File: src/power_mode_pkg.sv
// Package for the activity power-mode sequencer.
// Assumes a single 100 MHz clock domain; no imports are used anywhere.
package power_mode_pkg;

    // ====================================================================
    // Power modes, Gray coded along active > idle > sleep > off
    typedef enum logic [1:0] {
        MODE_ACTIVE = 2'h0,
        MODE_IDLE   = 2'h1,
        MODE_SLEEP  = 2'h3,
        MODE_OFF    = 2'h2
    } power_mode_type;

    // ====================================================================
    // Timing
    localparam int CLK_PERIOD_NS      = 10;
    localparam int IDLE_TIMEOUT_US    = 100;
    localparam int IDLE_TIMEOUT_CYC   = IDLE_TIMEOUT_US * 1000 / CLK_PERIOD_NS;
    localparam int WARMUP_NS          = 200;
    localparam int WARMUP_CYC         = (WARMUP_NS + CLK_PERIOD_NS - 1)
                                        / CLK_PERIOD_NS;
    localparam int WARMUP_EXT_NS      = 800;
    localparam int WARMUP_EXT_CYC     = (WARMUP_EXT_NS + CLK_PERIOD_NS - 1)
                                        / CLK_PERIOD_NS;
    localparam int WAKE_INTERVAL_US   = 50;
    localparam int WAKE_INTERVAL_CYC  = WAKE_INTERVAL_US * 1000
                                        / CLK_PERIOD_NS;
    localparam int TIMER_W            = 24;

endpackage : power_mode_pkg
File: src/activity_power_mode_sequencer.sv
// Activity-driven power-mode sequencer with radio power-down controls.
// Assumes all inputs synchronous to clk; rst_n asynchronous, active low.
//
// Functional notes
// - Four modes: active, idle, sleep, deep power-off, highest to lowest.
// - Inactivity for programmed period steps down one mode.
// - Any activity in a lower mode returns straight to active.
// - Deep power-off disables core supply output and amplifier supply.
// - I/O domain keeps watching events in power-off and wakes chip.
// - Core regulator is turned off in deep power-off.
// - Separate power-down outputs for transmit, receive, PLL, amplifier.
// - Radio enabled only inside packet transmit or receive intervals.
// - Low-power connection mode runs on slow clock, wakes on interval.
// - Power controllable by software writes and baseband packet events.
// - Device drives device-to-host wake when it needs the host, except in deep power-off.
// - Warm-up extend input lengthens crystal warm-up for clock requests.
`timescale 1ns/1ps
module activity_power_mode_sequencer #(
    parameter int IDLE_TIMEOUT  = power_mode_pkg::IDLE_TIMEOUT_CYC,
    parameter int WAKE_INTERVAL = power_mode_pkg::WAKE_INTERVAL_CYC
) (
    // Clock and reset
    input  wire logic clk,
    input  wire logic rst_n,
    // Activity and software control
    input  wire logic user_activity,
    input  wire logic sw_force_active,
    input  wire logic sw_force_step,
    input  wire logic lp_conn_enable,
    // Baseband packet events
    input  wire logic pkt_tx_active,
    input  wire logic pkt_rx_active,
    // Host wake handshake and clock request
    input  wire logic host_to_device_wake,
    input  wire logic dev_attention,
    input  wire logic warmup_extend_input,
    input  wire logic clk_request,
    // Supplies and mode
    output logic [1:0] power_mode,
    output logic       core_supply_output_en,
    output logic       amplifier_supply_en,
    output logic       core_regulator_en,
    output logic       slow_clock_sel,
    // Radio power-down controls
    output logic       tx_pd,
    output logic       rx_pd,
    output logic       pll_pd,
    output logic       pa_pd,
    // Host and clock
    output logic       device_to_host_wake,
    output logic       clk_ready
);

    // ====================================================================
    // Reset release through two flops
    logic rst_s1_reg, rst_sync_n;
    always_ff @(posedge clk or negedge rst_n) begin
        if (!rst_n) begin
            rst_s1_reg <= 1'b0;
            rst_sync_n <= 1'b0;
        end else begin
            rst_s1_reg <= 1'b1;
            rst_sync_n <= rst_s1_reg;
        end
    end

    // ====================================================================
    // Mode sequencer
    power_mode_pkg::power_mode_type mode_reg, mode_next;
    logic [power_mode_pkg::TIMER_W-1:0] idle_cnt_reg, idle_cnt_next;
    logic [power_mode_pkg::TIMER_W-1:0] wake_cnt_reg, wake_cnt_next;
    logic [power_mode_pkg::TIMER_W-1:0] warm_cnt_reg, warm_cnt_next;
    logic wake_event;
    logic timeout;
    logic [power_mode_pkg::TIMER_W-1:0] warm_target;

    // Host wake counts as user activity: it is watched in every mode,
    // including power-off, since the I/O domain never loses power
    assign wake_event = user_activity | host_to_device_wake
                      | sw_force_active;
    assign timeout = (idle_cnt_reg
                      == power_mode_pkg::TIMER_W'(IDLE_TIMEOUT - 1));
    // One warm-up target shared by the counter and the ready flag
    assign warm_target = power_mode_pkg::TIMER_W'(warmup_extend_input
                             ? power_mode_pkg::WARMUP_EXT_CYC
                             : power_mode_pkg::WARMUP_CYC);

    // Next mode and timers
    always_comb begin
        mode_next     = mode_reg;
        idle_cnt_next = idle_cnt_reg + 1'b1;
        wake_cnt_next = '0;
        if (wake_event) begin
            mode_next     = power_mode_pkg::MODE_ACTIVE;
            idle_cnt_next = '0;
        end else if (timeout || sw_force_step) begin
            idle_cnt_next = '0;
            case (mode_reg)
                power_mode_pkg::MODE_ACTIVE:
                    mode_next = power_mode_pkg::MODE_IDLE;
                power_mode_pkg::MODE_IDLE:
                    mode_next = power_mode_pkg::MODE_SLEEP;
                power_mode_pkg::MODE_SLEEP:
                    mode_next = power_mode_pkg::MODE_OFF;
                default:
                    mode_next = power_mode_pkg::MODE_OFF;
            endcase
        end else if (mode_reg == power_mode_pkg::MODE_OFF) begin
            idle_cnt_next = idle_cnt_reg;                   // Nothing lower
        end
        // Periodic self wake from low-power connection sleep
        if (lp_conn_enable && mode_reg == power_mode_pkg::MODE_SLEEP
            && !wake_event) begin
            wake_cnt_next = wake_cnt_reg + 1'b1;
            if (wake_cnt_reg
                == power_mode_pkg::TIMER_W'(WAKE_INTERVAL - 1)) begin
                mode_next     = power_mode_pkg::MODE_ACTIVE;
                idle_cnt_next = '0;
                wake_cnt_next = '0;
            end
        end
        // Crystal warm-up before granting a clock request
        if (!clk_request || mode_reg == power_mode_pkg::MODE_OFF)
            warm_cnt_next = '0;
        else if (warm_cnt_reg != warm_target)
            warm_cnt_next = warm_cnt_reg + 1'b1;
        else
            warm_cnt_next = warm_cnt_reg;
    end

    // Register state
    always_ff @(posedge clk or negedge rst_sync_n) begin
        if (!rst_sync_n) begin
            mode_reg     <= power_mode_pkg::MODE_ACTIVE;
            idle_cnt_reg <= '0;
            wake_cnt_reg <= '0;
            warm_cnt_reg <= '0;
        end else begin
            mode_reg     <= mode_next;
            idle_cnt_reg <= idle_cnt_next;
            wake_cnt_reg <= wake_cnt_next;
            warm_cnt_reg <= warm_cnt_next;
        end
    end

    // ====================================================================
    // Outputs, all registered from next-state values
    logic radio_on_next, off_next, warm_done_next;
    always_comb begin
        off_next       = (mode_next == power_mode_pkg::MODE_OFF);
        radio_on_next  = !off_next && (pkt_tx_active || pkt_rx_active);
        warm_done_next = clk_request && (warm_cnt_next == warm_target);
    end

    // Radio blocks only powered while a packet is on the air
    always_ff @(posedge clk or negedge rst_sync_n) begin
        if (!rst_sync_n) begin
            power_mode            <= 2'h0;
            core_supply_output_en <= 1'b1;
            amplifier_supply_en   <= 1'b1;
            core_regulator_en     <= 1'b1;
            slow_clock_sel        <= 1'b0;
            tx_pd                 <= 1'b1;
            rx_pd                 <= 1'b1;
            pll_pd                <= 1'b1;
            pa_pd                 <= 1'b1;
            device_to_host_wake   <= 1'b0;
            clk_ready             <= 1'b0;
        end else begin
            power_mode            <= mode_next;
            core_supply_output_en <= !off_next;
            amplifier_supply_en   <= !off_next;
            core_regulator_en     <= !off_next;
            slow_clock_sel        <= lp_conn_enable
                && mode_next == power_mode_pkg::MODE_SLEEP;
            tx_pd  <= !(radio_on_next && pkt_tx_active);
            rx_pd  <= !(radio_on_next && pkt_rx_active);
            pll_pd <= !radio_on_next;
            pa_pd  <= !(radio_on_next && pkt_tx_active);
            device_to_host_wake   <= dev_attention && !off_next;
            clk_ready             <= warm_done_next;
        end
    end

    // ====================================================================
    // Assertions
    a_wake_to_active: assert property (
        @(posedge clk) disable iff (!rst_sync_n)
        wake_event |=> power_mode == power_mode_pkg::MODE_ACTIVE)
        else $error("activity did not return to active");
    a_off_supplies: assert property (
        @(posedge clk) disable iff (!rst_sync_n)
        power_mode == power_mode_pkg::MODE_OFF
        |-> !core_supply_output_en && !amplifier_supply_en)
        else $error("supplies on in power-off");
    a_off_regulator: assert property (
        @(posedge clk) disable iff (!rst_sync_n)
        power_mode == power_mode_pkg::MODE_OFF |-> !core_regulator_en)
        else $error("regulator on in power-off");
    a_step_down: assert property (
        @(posedge clk) disable iff (!rst_sync_n)
        timeout && !wake_event && mode_reg == power_mode_pkg::MODE_ACTIVE
        && !(lp_conn_enable) |=> power_mode == power_mode_pkg::MODE_IDLE)
        else $error("no step down after timeout");
    a_timer_restart: assert property (
        @(posedge clk) disable iff (!rst_sync_n)
        $changed(mode_reg) |-> idle_cnt_reg == '0)
        else $error("timer not restarted on mode change");
    a_radio_idle: assert property (
        @(posedge clk) disable iff (!rst_sync_n)
        !pkt_tx_active && !pkt_rx_active
        |=> tx_pd && rx_pd && pll_pd && pa_pd)
        else $error("radio on outside packet");
    a_radio_tx: assert property (
        @(posedge clk) disable iff (!rst_sync_n)
        pkt_tx_active && mode_next != power_mode_pkg::MODE_OFF
        |=> !tx_pd && !pa_pd && !pll_pd)
        else $error("tx path not powered in packet");
    a_host_wake: assert property (
        @(posedge clk) disable iff (!rst_sync_n)
        dev_attention && host_to_device_wake |=> device_to_host_wake)
        else $error("host wake not driven");
    a_warmup_ext: assert property (
        @(posedge clk) disable iff (!rst_sync_n)
        $rose(clk_ready) && warmup_extend_input
        |-> warm_cnt_reg == power_mode_pkg::TIMER_W'(
            power_mode_pkg::WARMUP_EXT_CYC))
        else $error("extended warm-up not applied");
    a_slow_clock: assert property (
        @(posedge clk) disable iff (!rst_sync_n)
        slow_clock_sel |-> power_mode == power_mode_pkg::MODE_SLEEP)
        else $error("slow clock outside sleep");

    c_reach_off: cover property (@(posedge clk) disable iff (!rst_sync_n)
        power_mode == 2'h2);
    c_off_wake: cover property (@(posedge clk) disable iff (!rst_sync_n)
        power_mode == 2'h2 ##1 power_mode == 2'h0);
    c_lp_wake: cover property (@(posedge clk) disable iff (!rst_sync_n)
        slow_clock_sel ##1 power_mode == 2'h0);
    c_clk_ready: cover property (@(posedge clk) disable iff (!rst_sync_n)
        $rose(clk_ready));

endmodule : activity_power_mode_sequencer

File: config.mk
export PLATFORM = sky130hd
export DESIGN_NAME = activity_power_mode_sequencer
export DESIGN_NICKNAME = d
export VERILOG_FILES = /design/src/power_mode_pkg.sv /design/src/activity_power_mode_sequencer.sv
export SDC_FILE = /design/constraint.sdc
export NUM_CORES = 1
export LEC_CHECK = 0
export BUFFER_PORTS_ARGS = -buffer_cell sky130_fd_sc_hd__clkbuf_2
export CORE_MARGIN = 4
export CORE_UTILIZATION = 54
export DETAILED_ROUTE_END_ITERATION = 16
export PLACE_DENSITY = 0.73
export SYNTH_ARGS = -nofsm -noshare
export SYNTH_HDL_FRONTEND = slang
export SYNTH_SLANG_ARGS = --single-unit
File: constraint.sdc
create_clock -name clk -period 3 [get_ports clk]
set_input_delay 0.6 -clock clk [delete_from_list [all_inputs] [get_ports clk]]
set_output_delay 0.6 -clock clk [all_outputs]
set_load 0.05 [all_outputs]
==> results of run 1 <==
==> final cells by class <==
cell class,count,area [µm²]
fillers,643,3060
flip-flops and latches,83,2090
multi-input cells,335,2040
repair buffers,27,145
clock buffers,10,138
well taps,102,128
clock inverters,6,88.8
inverters,11,41.3
==> where the power goes <==
group	internal (µW)	switching, µW
Sequential	1130	27.3
Clock	491	407
Combinational	22.6	42.7
==> logic make-up after synthesis <==
| logic type | after synthesis | share of synthesized area (%) |
|---|---|---|
| adder cells (fa/ha/maj) | 5 | 1.40 |
| other | 1 | 0.0875 |
| multiplexers | 3 | 0.701 |
| XOR/XNOR | 71 | 14.5 |
| flip-flops | 83 | 48.6 |
| buffers and inverters | 32 | 3.83 |
| AND/OR/NAND/NOR | 238 | 28.1 |
| AO/OA/AOI/OAI | 17 | 2.77 |
==> path summary, 6_finish.rpt <==
kind                                      start                to  cells after the start  slack [ps]
worst max-delay path            warm_cnt_reg[0]         clk_ready                      9         620
worst min-delay path                      rst_n        rst_sync_n                      1          20
worst max register to register  warm_cnt_reg[0]         clk_ready                      9         620
worst min register to register       rst_s1_reg        rst_sync_n                      0         360
max in group asynchronous            rst_sync_n  wake_cnt_reg[16]                      0        1850
min in group clk                     rst_s1_reg        rst_sync_n                      0         360
==> worst max-delay path, stage by stage, from the launching register on <==
cell and delay (ps):
dfrtp_1 420, inv_1 150, ha_1 170, and4bb_2 230, o2111ai_2 120, o21ai_1 180, xnor2_1 170, mux2i_1 110
or4_1 510, nor4_2 220
==> metrics by stage <==
stage                     hold slack (ps)  utilization [%]
after floorplan                       304                -
after global placement                341             57.4
after detailed placement              346             57.4
after CTS                            11.8             60.4
after global routing                 4.65             60.4
final                                23.5             60.4
==> metal layers <==
layer,global-route usage [%],up-vias,part of all wire [%]
met2,29.7,52,49
met4,6.80,0,1.5
li1,-,1563,-
met1,24.7,1507,47
met3,2.94,10,3.2
met5,0,-,0
==> cell usage in the layout, fill, tap and decap left out, types with 3 or more instances in the layout <==
cell      instances
a21oi_1           3
and2_1            5
and3_1            6
and4_1            4
buf_4             4
clkbuf_2         23
clkbuf_8         10
dfrtp_1          78
dfstp_2           4
ha_1              4
inv_1            11
mux2i_1           3
nand2_1          35
nand3_1          22
nand4_1          18
nor2_1           92
nor3_1           15
nor4_1           10
nor4b_1           4
o21ai_0           3
or3_1             5
or4_1             3
xnor2_1          34
xor2_1           37
==> results.cfg, run 1 <==
[power_and_ir_drop]
p_per_area_nw_per_um2 = 454
totalPowerFinal_uw = 2120
ir_drop_uv = 226
power_leakage_uw = 0.00190

[worst_setup_path]
cp.arrival_ps = 2640
worstSetupEndpointType = flop
critPathKind = reg -> reg
cp_max_fo = 5
critPathRequiredTime_ps = 3250
start_kind = flop

[synthesis]
synth_area_leaders = dfrtp_1, nor2_1, xor2_1
synth_edf_count = 0
synth_top_flop_cell = dfrtp_1
ys_seq_area_share_pct = 48.6
post-synth-top-count-cell = nor2_1
synth_area_um2 = 4280
avgSynthCellArea_um2 = 9.52
synth_top_area_share_pct = 46.1
synthTopCellsByCount = nor2_1, dfrtp_1, xor2_1, nand2_1, xnor2_1
synthCells = 450
ys.warnings.count = 0
ys_types = 50
yosysTopAreaCell = dfrtp_1
postSynth.asyncResetShare_pct = 100
syn-num-nets = 466
ys_seq_elements = 83

[sta]
setup_viol_count_final = 0
period_needed_ps = 2380
hold_viol_final = 0
slew_viol_final = 0
fin_setup_tns_ps = 0
fmax_ghz = 0.419
period_share_pct = 79.5
worst_slew_pin_slew_ps = 1000
rsz0062_at_grt = false
max_slew_margin_pct = 33.1
fin_ws_ps = 616
skew_ps = 11.0

[clock_network]
cts-root-buf = clkbuf_8
numCtsBuffers = 9
clk_path_buf_depth = 2
worst_skew_pair.late_latency_ps = 350
htreeDepth = 3
path_clk_slew_ps = 80
cts_tree = done
cts-resized-gates = 0
cts_hold_buf = 0
cts_setup_buffers = 0
clock-sinks = 83

[floorplanning]
dieHeight_um = 97.1
initial_core_util_pct = 55.4
io_pins = 24
rows = 32
dieWidth_um = 97.1
dieArea_um2 = 9420
core_area_um2 = 7730

[final_layout]
final_cells = 574
fin_nets = 483
syn2layout_area_growth_pct = 8.88
design_area_um2 = 4660
diodes = 0
drive_gt1_share_pct = 12.9

[placed_design]
dpl_worst_slack_ps = 623
place_area_um2 = 4440
numPortBuffers = 23
hpwl_mm = 5.57
place_congestion = 0.839
numPlacedInstances = 558

[global_routing]
grt_pass1_wl_mm = 14.4
grt_usage_pct = 18.2
grt_max_degree = 82
grt_remaining_overflow = 0
grt_pass1_vias = 3105
antenna_found_initial = 0

[route]
num_vias = 3132
wl_per_cell_um = 13.8
dr.first_iter.drc_count = 122
finalWirelength_mm = 7.92
drcViolationCount = 0
ant_nets = 0
viasPerCell = 5.46
drt-pass1-iter-count = 5

[run_status]
status = completed

[run]
drv_cap = 0

[min_path]
holdCritPathClass = in -> async
Note: power is estimated with default switching activity, not from simulation.
==> run 2, diff against run 1 <==
==> constraint.sdc (replaced) <==
create_clock -name clk -period 2.5 [get_ports clk]
set_input_delay 0.5 -clock clk [delete_from_list [all_inputs] [get_ports clk]]
set_output_delay 0.5 -clock clk [all_outputs]
set_load 0.05 [all_outputs]
==> run 2 against run 1 <==
  * Sequential power rose by 19%
  * Routed wire length rose by 3.3%
  * Power rose by 24%
  * Critical path depth fell by 2
  * Clock power rose by 29%
  * Final cell count rose by 1.4%
  * Count of clock-buffer cells in the layout fell by 1
  * First-iteration DRC count rose by 18%
  * Non-clock buffer count rose by 8
  * Utilization rose by 1.5 points
  * Die area did not move
  * Largest cell class unchanged
==> results.cfg, run 2 (same netlist as run 1, synthesis figures left out) <==
[sta]
skew_ps = 10.9
period_share_pct = 95.1
fmax_ghz = 0.421
fin_ws_ps = 122
hold_viol_final = 0
fin_setup_tns_ps = 0
rsz0062_at_grt = false
period_needed_ps = 2380
slew_viol_final = 0
setup_viol_count_final = 0

[final_layout]
design_area_um2 = 4780
final_cell_mix = nor2_1, dfrtp_1, xor2_1, nand2_1, xnor2_1
drive_gt1_share_pct = 15.2
layout_commonest_cell = nor2_1
syn2layout_area_growth_pct = 11.7
fin_nets = 491
diodes = 0

[floorplanning]
rows = 32
core_area_um2 = 7730
dieArea_um2 = 9420
initial_core_util_pct = 55.4
io_pins = 24
dieWidth_um = 97.1
dieHeight_um = 97.1

[route]
viasPerCell = 5.39
wl_per_cell_um = 14.1
num_vias = 3137
drcViolationCount = 0
drt-pass1-iter-count = 4
dr.first_iter.drc_count = 144
finalWirelength_mm = 8.18
ant_nets = 0

[power_and_ir_drop]
switchingPower_uw = 585
ir_drop_uv = 314
internal-power_uw = 2050
pwr-share-clk_pct = 44.0
p_per_area_nw_per_um2 = 551
pwr-share-comb_pct = 4.0
power_leakage_uw = 0.00196
p_sw_share_pct = 22.2
seqPwrFrac_pct = 51.9

[global_routing]
grt_usage_pct = 18.9
grt_remaining_overflow = 0
grt_max_degree = 67
antenna_found_initial = 0
grt_pass1_vias = 3217
grt_pass1_wl_mm = 15.0

[worst_setup_path]
critPathRequiredTime_ps = 2760
cp_max_fo = 8
critPathKind = reg -> reg
cpPeakStageDelay_ps = 550
worstSetupEndpointType = flop
cp_cell_sequence = nand4_2 > nor3_2 > nand2_1 > xnor2_1 > nor2_1 > or4_1 > nor4_2
cp.arrival_ps = 2640
path_buf_inv = 0
start_kind = flop
cpLargestDelayFamily = simple AND/OR/NAND/NOR gates
worst_path_max_delay_cell = or4_1

[placed_design]
place_congestion = 0.853
numPortBuffers = 23
place_area_um2 = 4520
hpwl_mm = 5.75
dpl_worst_slack_ps = 118

[run]
drv_cap = 0

[clock_network]
worst_skew_pair.late_latency_ps = 350
numCtsBuffers = 9
path_clk_slew_ps = 90
cts-root-buf = clkbuf_8
htreeDepth = 3
clk_path_buf_depth = 2
cts_tree = done
clock-sinks = 83

[min_path]
holdCritPathClass = reg -> async

[run_status]
status = completed
-- run 2: changes by cell type in the layout (fill, tap and decap cells not counted), moves of 2 or more --
cell	before	now
buf_4	4	9
buf_12	0	2
nor4_1	10	8
nor4_2	2	4
-- run 2: final cells by class --
| class | instances | area, µm² |
|---|---|---|
| Fill cell | 621 | 2940 |
| Sequential cell | 83 | 2090 |
| Multi-Input combinational cell | 335 | 2050 |
| Timing Repair Buffer | 35 | 233 |
| Tap cell | 102 | 128 |
| Clock buffer | 9 | 124 |
| Clock inverter | 7 | 116 |
| Inverter | 11 | 41.3 |
-- run 2: power groups by stage --
stage,clock network [µW],logic (µW),registers [µW]
finish,1160,106,1370
global route,1240,119,1370
CTS,1180,108,1370
detailed placement,0,106,1400
global placement,0,105,1390
floorplan,0,45.8,1420
-- run 2: stage by stage --
| step | hold slack, ps | instances | util, % | power [µW] |
|---|---|---|---|---|
| after CTS | 203 | 582 | 61.7 | 2660 |
| final | 189 | 582 | 61.9 | 2630 |
| after detailed placement | 196 | 565 | 58.4 | 1500 |
| after global placement | 194 | 565 | 58.4 | 1500 |
| after global routing | 217 | 582 | 61.9 | 2730 |
| after floorplan | 204 | 450 | - | 1460 |
-- run 2: final timing paths --
kind	start	end	cells past startpoint	slack, ps
max in group asynchronous	rst_sync_n	rx_pd	1	1670
min in group clk	pkt_rx_active	rx_pd	2	270
setup reg to reg	warm_cnt_reg[2]	clk_ready	7	120
hold / removal	rst_sync_n	warm_cnt_reg[22]	0	190
hold reg to reg	rst_sync_n	warm_cnt_reg[22]	0	190
setup / recovery	warm_cnt_reg[2]	clk_ready	7	120
-- run 2: what timing repair did --
action	in CTS	in global routing
endpoints found under the hold margin	2	0
hold buffers	1	0
setup endpoints to repair	0	1
gates resized for setup	0	5
buffers inserted	0	0
-- run 2: per-layer routing --
metal	vias to the layer above	track usage (%)	wire length [µm]
li1	1565	-	-
met1	1527	26.3	3810
met2	40	30.5	4060
met3	5	3.80	237
met4	0	4.97	78
met5	-	0	0
